==> config.mk <==
export PLATFORM = sky130hd
export DESIGN_NAME = dtc_timer_pair
export DESIGN_NICKNAME = d
export VERILOG_FILES = /design/src/dtc_pkg.sv /design/src/dtc_timer_pair.sv
export SDC_FILE = /design/constraint.sdc
export NUM_CORES = 1
export LEC_CHECK = 0
export ABC_AREA = 1
export BUFFER_PORTS_ARGS = -buffer_cell sky130_fd_sc_hd__buf_2
export CORE_UTILIZATION = 30
export CTS_CLUSTER_SIZE = 30
export DETAILED_ROUTE_END_ITERATION = 10
export GPL_TIMING_DRIVEN = 1
export PLACE_DENSITY = 0.56
export RECOVER_POWER = 25
export SLEW_MARGIN = 40
export SYNTH_ARGS = -nofsm -noshare
export SYNTH_HDL_FRONTEND = slang
export SYNTH_SLANG_ARGS = --single-unit
==> constraint.sdc <==
create_clock -name clk -period 2.1 [get_ports clk]
set_input_delay 0 -clock clk [delete_from_list [all_inputs] [get_ports clk]]
set_output_delay 0 -clock clk [all_outputs]
set_load 0.01 [all_outputs]
==> src/dtc_pkg.sv <==
package dtc_pkg;

  typedef enum logic [1:0] {
    DTC_RLD16  = 2'h0,
    DTC_FREE16 = 2'h1,
    DTC_RLD8   = 2'h2,
    DTC_SPLIT  = 2'h3
  } dtc_mode_t;

  localparam logic [7:0] DTC_OFS_RUN  = 8'h00;
  localparam logic [7:0] DTC_OFS_OUT  = 8'h04;
  localparam logic [7:0] DTC_OFS_MODE = 8'h08;
  localparam logic [7:0] DTC_OFS_TL0  = 8'h0C;
  localparam logic [7:0] DTC_OFS_TH0  = 8'h10;
  localparam logic [7:0] DTC_OFS_TL1  = 8'h14;
  localparam logic [7:0] DTC_OFS_TH1  = 8'h18;

  // Run/flag register fields
  localparam int DTC_TF1 = 7;
  localparam int DTC_TR1 = 6;
  localparam int DTC_TF0 = 5;
  localparam int DTC_TR0 = 4;
  // Output/prescale register fields
  localparam int DTC_OE1  = 5;
  localparam int DTC_X121 = 4;
  localparam int DTC_OE0  = 1;
  localparam int DTC_X120 = 0;
  localparam logic [7:0] DTC_OUT_MASK = 8'h33;
  // Mode register fields, per timer nibble
  localparam int DTC_MODE_LSB = 0;
  localparam int DTC_CT_BIT   = 2;
  localparam int DTC_GATE_BIT = 3;
  localparam int DTC_NIB      = 4;

  localparam logic [7:0]  DTC_RST8  = 8'h00;
  localparam logic [15:0] DTC_RST16 = 16'h0000;
  localparam logic [7:0]  DTC_MAX8  = 8'hFF;
  localparam logic [15:0] DTC_MAX16 = 16'hFFFF;

  localparam int          DTC_DIV      = 12;
  localparam logic [3:0]  DTC_PRE_LAST = 4'(DTC_DIV - 1);

endpackage : dtc_pkg

==> src/dtc_timer_pair.sv <==
// Our own choices: the placing of the registers and register access over APB.
`timescale 1ns/1ps
module dtc_timer_pair
  import dtc_pkg::*;
(
  input  wire logic        clk,
  input  wire logic        nrst,
  input  wire logic        psel,
  input  wire logic        penable,
  input  wire logic        pwrite,
  input  wire logic [7:0]  paddr,
  input  wire logic [31:0] pwdata,
  output logic      [31:0] prdata,
  output logic             pready,
  output logic             pslverr,
  input  wire logic [1:0]  cntPin,
  input  wire logic [1:0]  gatePin,
  input  wire logic [1:0]  intAck,
  output logic      [1:0]  ovfFlag,
  output logic      [1:0]  tmrOut
);

  typedef struct packed {
    logic [1:0]       cS1;
    logic [1:0]       cS2;
    logic [1:0]       cS3;
    logic [1:0]       gS1;
    logic [1:0]       gS2;
    logic [3:0]       pre;
    logic [1:0]       run;
    logic [1:0]       flag;
    logic [7:0]       outCtl;
    logic [7:0]       timer_mode_select;
    logic [1:0][15:0] cnt;
    logic [1:0][15:0] rel;
    logic [1:0][7:0]  stg;
    logic [1:0]       pin;
    logic [31:0]      rdata;
    logic             rdy;
    logic             err;
  } dtc_state_t;

  dtc_state_t s_q;
  dtc_state_t s_d;
  logic [2:0] ovf;
  logic [1:0] fall;
  logic       wrEn;
  logic       split;

  function automatic logic dtcMapped(input logic [7:0] a);
    dtcMapped = (a == DTC_OFS_RUN) || (a == DTC_OFS_OUT) ||
                (a == DTC_OFS_MODE) || (a == DTC_OFS_TL0) ||
                (a == DTC_OFS_TH0) || (a == DTC_OFS_TL1) ||
                (a == DTC_OFS_TH1);
  endfunction : dtcMapped

  function automatic dtc_mode_t dtcMode(input logic [7:0] t,
                                        input int i);
    dtcMode = dtc_mode_t'(t[i*DTC_NIB+DTC_MODE_LSB +: 2]);
  endfunction : dtcMode

  // One count step; the top bit is the overflow event
  function automatic logic [16:0] dtcStep(input dtc_mode_t m,
                                          input logic [15:0] c,
                                          input logic [15:0] r);
    case (m)
      DTC_RLD16: dtcStep = (c == DTC_MAX16) ? {1'b1, r} :
                           {1'b0, c + 16'h0001};
      DTC_FREE16: dtcStep = {c == DTC_MAX16, c + 16'h0001};
      DTC_RLD8: dtcStep = (c[7:0] == DTC_MAX8) ?
                          {1'b1, c[15:8], c[15:8]} :
                          {1'b0, c[15:8], c[7:0] + 8'h01};
      default: dtcStep = {1'b0, c};
    endcase
  endfunction : dtcStep

  assign wrEn  = psel & penable & s_q.rdy & pwrite;
  assign split = dtcMode(s_q.timer_mode_select, 0) == DTC_SPLIT;
  // Only the settled stages feed the edge detector
  assign fall  = s_q.cS3 & ~s_q.cS2;

  always_comb begin
    logic [1:0]  sysTk;
    logic [1:0]  tk;
    logic [1:0]  go;
    logic [1:0]  hwSet;
    logic [16:0] st;
    logic [7:0]  wd;
    logic        tIdx;
    logic        en1;
    sysTk = '0;
    tk    = '0;
    go    = '0;
    hwSet = '0;
    st    = '0;
    wd    = pwdata[7:0];
    tIdx  = 1'b0;
    en1   = 1'b0;
    ovf   = '0;
    s_d   = s_q;

    s_d.cS1 = cntPin;
    s_d.cS2 = s_q.cS1;
    s_d.cS3 = s_q.cS2;
    s_d.gS1 = gatePin;
    s_d.gS2 = s_q.gS1;
    s_d.pre = (s_q.pre == DTC_PRE_LAST) ? 4'h0 : s_q.pre + 4'h1;

    for (int i = 0; i < 2; i++) begin
      sysTk[i] = s_q.outCtl[i*DTC_NIB] ? 1'b1 :
                 (s_q.pre == DTC_PRE_LAST);
      tk[i] = s_q.timer_mode_select[i*DTC_NIB+DTC_CT_BIT] ? fall[i] : sysTk[i];
      go[i] = s_q.run[i] &
              (~s_q.timer_mode_select[i*DTC_NIB+DTC_GATE_BIT] | s_q.gS2[i]);
    end

    // Timer 0; count is never cleared by starting
    if (split) begin
      if (go[0] & tk[0]) begin
        ovf[0] = s_q.cnt[0][7:0] == DTC_MAX8;
        s_d.cnt[0][7:0] = s_q.cnt[0][7:0] + 8'h01;
      end
      if (s_q.run[1] & sysTk[0]) begin
        ovf[1] = s_q.cnt[0][15:8] == DTC_MAX8;
        s_d.cnt[0][15:8] = s_q.cnt[0][15:8] + 8'h01;
      end
    end else if (go[0] & tk[0]) begin
      st = dtcStep(dtcMode(s_q.timer_mode_select, 0), s_q.cnt[0], s_q.rel[0]);
      ovf[0] = st[16];
      s_d.cnt[0] = st[15:0];
    end

    // Timer 1; mode 3 stops it, split steals its run bit
    if (split) begin
      en1 = sysTk[1];
    end else begin
      en1 = go[1] & tk[1];
    end
    if (en1 && dtcMode(s_q.timer_mode_select, 1) != DTC_SPLIT) begin
      st = dtcStep(dtcMode(s_q.timer_mode_select, 1), s_q.cnt[1], s_q.rel[1]);
      ovf[2] = st[16];
      s_d.cnt[1] = st[15:0];
    end

    hwSet[0] = ovf[0];
    hwSet[1] = split ? ovf[1] : ovf[2];
    s_d.pin[0] = s_q.pin[0] ^ (ovf[0] & s_q.outCtl[DTC_OE0]);
    s_d.pin[1] = s_q.pin[1] ^ (ovf[2] & s_q.outCtl[DTC_OE1]);

    // Hardware set wins over ack and software clear
    s_d.flag = hwSet | (s_q.flag & ~intAck);

    if (wrEn) begin
      if (paddr == DTC_OFS_RUN) begin
        s_d.run  = {pwdata[DTC_TR1], pwdata[DTC_TR0]};
        s_d.flag = hwSet |
                   ({pwdata[DTC_TF1], pwdata[DTC_TF0]} & ~intAck);
      end else if (paddr == DTC_OFS_OUT) begin
        s_d.outCtl = wd & DTC_OUT_MASK;
      end else if (paddr == DTC_OFS_MODE) begin
        s_d.timer_mode_select = wd;
      end else if (paddr == DTC_OFS_TL0 || paddr == DTC_OFS_TL1) begin
        tIdx = paddr == DTC_OFS_TL1;
        if (dtcMode(s_q.timer_mode_select, int'(tIdx)) == DTC_RLD16) begin
          // Low write commits the staged high byte
          s_d.rel[tIdx] = {s_q.stg[tIdx], wd};
          if (!s_q.run[tIdx]) begin
            s_d.cnt[tIdx] = {s_q.stg[tIdx], wd};
          end
        end else begin
          s_d.cnt[tIdx][7:0] = wd;
        end
      end else if (paddr == DTC_OFS_TH0 || paddr == DTC_OFS_TH1) begin
        tIdx = paddr == DTC_OFS_TH1;
        if (dtcMode(s_q.timer_mode_select, int'(tIdx)) == DTC_RLD16) begin
          s_d.stg[tIdx] = wd;
        end else begin
          s_d.cnt[tIdx][15:8] = wd;
        end
      end
    end

    // Zero-wait slave: answer one cycle after setup
    s_d.rdy   = psel & ~penable;
    s_d.err   = psel & ~penable & ~dtcMapped(paddr);
    s_d.rdata = '0;
    if (psel & ~penable & ~pwrite) begin
      if (paddr == DTC_OFS_RUN) begin
        s_d.rdata[DTC_TF1] = s_q.flag[1];
        s_d.rdata[DTC_TR1] = s_q.run[1];
        s_d.rdata[DTC_TF0] = s_q.flag[0];
        s_d.rdata[DTC_TR0] = s_q.run[0];
      end else if (paddr == DTC_OFS_OUT) begin
        s_d.rdata[7:0] = s_q.outCtl & DTC_OUT_MASK;
      end else if (paddr == DTC_OFS_MODE) begin
        s_d.rdata[7:0] = s_q.timer_mode_select;
      end else if (paddr == DTC_OFS_TL0) begin
        s_d.rdata[7:0] = s_q.cnt[0][7:0];
      end else if (paddr == DTC_OFS_TH0) begin
        s_d.rdata[7:0] = s_q.cnt[0][15:8];
      end else if (paddr == DTC_OFS_TL1) begin
        s_d.rdata[7:0] = s_q.cnt[1][7:0];
      end else if (paddr == DTC_OFS_TH1) begin
        s_d.rdata[7:0] = s_q.cnt[1][15:8];
      end
    end
  end

  always_ff @(posedge clk or negedge nrst) begin
    if (!nrst) begin
      s_q <= '0;
    end else begin
      s_q <= s_d;
    end
  end

  assign prdata  = s_q.rdata;
  assign pready  = s_q.rdy;
  assign pslverr = s_q.err;
  assign ovfFlag = s_q.flag;
  assign tmrOut  = s_q.pin;
endmodule : dtc_timer_pair

==> results_dict.tcl <==
set metrics [dict create \
    outcome "finished, violations left" \
    violations "design-rule violations, max-capacitance violations, max-slew violations" \
    wl_per_cell_um 18.2 \
    first_global_vias 7666 \
    n_antenna_cell 0 \
    clk_latency_ps 420 \
    clockPowerShare_pct 45.7 \
    gp_congestion 0.966 \
    drv_cap 1 \
    via_count 8305 \
    port-buffer-count 40 \
    grt_remaining_overflow 0 \
    cts.path.max_buffers 2 \
    post-dp-hpwl_mm 22.0 \
    yosysWarnings 0 \
    avgSynthCellArea_sq_um 6.88 \
    cts_buffers 17 \
    ys_async_sr_fraction_pct 100 \
    start_kind "register" \
    fin_tns_setup_ps 0 \
    ir_worst_vdd_mv 0.544 \
    grt_pass1_wl_mm 45.7 \
    yosysTopAreaCellShare_pct 37.8 \
    r2r_start "s_q[93]$_DFF_PN0_" \
    worst_r2r_endpoint "s_q[99]$_DFF_PN0_" \
    p_int_mw 4.40 \
    min_to "pslverr$_DFF_PN0_" \
    synth_edf_count 0 \
    ios 89 \
    hold_class "in -> reg" \
    synth_seq_area_share_pct 37.8 \
    whs_path_depth 5 \
    nNetsFinal 1338 \
    synth_ff_type "dfrtp_1" \
    cts_tree "done" \
    crit_type "reg -> reg" \
    final_common_cell "nand2_1" \
    worst_setup_path_end_kind "register" \
    fin_crit_sh_pct 94.4 \
    first_iter_violations 776 \
    antenna_left 0 \
    p_leak_nw 4.91 \
    grt_max_degree 59 \
    ff_latch_area_sq_mm 0.00305 \
    whs_ps 78.0 \
    drive_gt1_share_pct 16.8 \
    synthCells 1173 \
    via_per_inst 5.10 \
    yosys-top-cells-area "dfrtp_1 38%, nand2_1 16%, o21ai_0 8.3%, inv_1 5.9%, nand3_1 5.1%" \
    hold_viol 0 \
    area_growth_pct 21.6 \
    tightest_slew_ps 1600 \
    setup_viol 0 \
    max_freq_mhz 504 \
    fillers 2816 \
    pwr-share-comb_pct 13.8 \
    sequentialPowerShare_pct 40.4 \
    dieArea_sq_mm 0.0276 \
    cts_htree_levels 4 \
    critPathRequiredTime_ps 2420 \
    drc_errors 10 \
    start_util_pct 30.8 \
    finalMaxSlewViolations 58 \
    final_cell_mix "346 x nand2_1, 130 x o21ai_0, 126 x inv_1" \
    r2r_slack_ps 120 \
    placedCellCount 1574 \
    placed_area_sq_mm 0.00890 \
    yosys.area.top_type "dfrtp_1" \
    multi_input_area_sq_mm 0.00427 \
    fin_worst_skew_ps 11.1 \
    drt-pass1-iter-count 8 \
    powerDensity_mw_per_mm2 621 \
    cp_max_fo 8 \
    die-height_um 166 \
    grt_use_total_pct 21.8 \
    grt_setup_unrepaired "yes" \
    post-route-min-period_ps 1980 \
    cts-root-buf "clkbuf_16" \
    max-slew-margin-rel_pct -6.49 \
    path_clk_slew_ps 60 \
    synth_cell_types 43 \
    core_area_sq_mm 0.0262 \
    ys_ff_latch 122 \
    totalWireLength_mm 29.7 \
    design_area_sq_mm 0.00982 \
    arrival_ps 2300 \
    min-delay-start "paddr[0]" \
    cts_sinks 122 \
    rows 59 \
    syn_area_sq_mm 0.00808 \
    antenna_found_initial 0 \
    power_mw 6.09 \
    final_cells 1629 \
    die_w_um 166 \
    p_sw_mw 1.69 \
    reg2reg_depth 16 \
    netSwitchingFraction_pct 27.8 \
]
[metal layers]
layer | GRT usage [%] | share of wire, % | up-vias | wire, um
li1 | - | - | 4010 | -
met1 | 29.6 | 44 | 3860 | 13200
met2 | 33.9 | 45 | 376 | 13300
met3 | 4.12 | 7.5 | 59 | 2230
met4 | 8.90 | 3.2 | 0 | 938
met5 | 0 | 0 | - | 0
[Yosys cell counts (2+ instances only)]
library cell,number
a21oi_1,52
a22oi_1,6
a31oi_1,3
and2_1,2
buf_2,11
buf_4,39
buf_6,4
clkbuf_1,16
dfrtp_1,122
ha_1,5
inv_1,128
inv_2,6
mux2i_1,2
nand2_1,354
nand2_2,4
nand3_1,82
nand3_2,3
nand3b_1,2
nand4_1,14
nor2_1,84
nor2_2,7
nor3_1,5
o2111ai_1,5
o211ai_1,12
o21ai_0,134
o21ai_1,4
o21ai_2,17
o221ai_1,6
o22ai_1,17
xnor2_1,3
xor2_1,12
[cells by family (layout without fill, tap and decap cells)]
group                    after synthesis  in the layout  synth area share, %
flip-flops                           122            122                 37.8
AO/OA/AOI/OAI                        259            259                 18.3
buffers and inverters                206            304                 11.9
AND/OR/NAND/NOR                      563            563                 29.2
other                                  1             24               0.0464
multiplexers                           2              2                0.248
XOR/XNOR                              15             15                 1.63
adder cells (fa/ha/maj)                5              5                0.775
[worst max-delay path by stage]
stage | from | endpoint | cells after the start
floorplan | s_q[100]$_DFF_PN0_ | s_q[112]$_DFF_PN0_ | 12
global placement | s_q[136]$_DFF_PN0_ | s_q[98]$_DFF_PN0_ | 12
detailed placement | s_q[136]$_DFF_PN0_ | s_q[98]$_DFF_PN0_ | 12
CTS | s_q[136]$_DFF_PN0_ | s_q[89]$_DFF_PN0_ | 13
global route | s_q[84]$_DFF_PN0_ | s_q[96]$_DFF_PN0_ | 17
finish | s_q[93]$_DFF_PN0_ | s_q[99]$_DFF_PN0_ | 16
[layout make-up]
cell class                      count  share of cell area, %
Clock buffer                       22                   4.83
Clock inverter                      9                  0.739
Inverter                          135                   5.20
Multi-Input combinational cell    868                   43.5
Sequential cell                   122                   31.1
Tap cell                          335                   4.27
Timing Repair Buffer              138                   10.4
[power by group through the flow]
stage               Sequential, mW  Clock [mW]  Combinational [mW]
global route                  2.47        2.93               0.928
finish                        2.46        2.79               0.843
detailed placement            2.50           0               0.796
CTS                           2.46        2.82               0.826
global placement              2.50           0               0.793
floorplan                     2.52           0               0.400
[critical path: stages, from the launching register on]
cell	delay, ps
dfrtp_1	360
ha_1	200
nand3_2	140
buf_4	170
inv_1	40
nand2_1	80
nor2_4	110
buf_6	150
a21oi_1	80
nand2_1	100
nand2_1	80
nand2_2	80
nand3_1	70
nand2_1	70
nand2_1	50
nand2_1	50
nand2_1	40
[per-stage QoR]
stage          util (%)  setup WS (ps)
2_1_floorplan         -            178
4_1_cts            36.7           4.93
3_3_place_gp       34.0           4.32
6_report           37.5            118
5_1_grt            37.5          -28.0
3_5_place_dp       34.0          -27.1
[repair_timing]
item / CTS / global route
endpoints found under the hold margin: 80 / 0
gates cloned: 0 / 2
pin swaps: 0 / 4
gates resized for setup: 2 / 38
buffers inserted: 0 / 4
hold buffers: 18 / 0
setup endpoints to repair: 3 / 30
(Power assumes the default switching activity.)
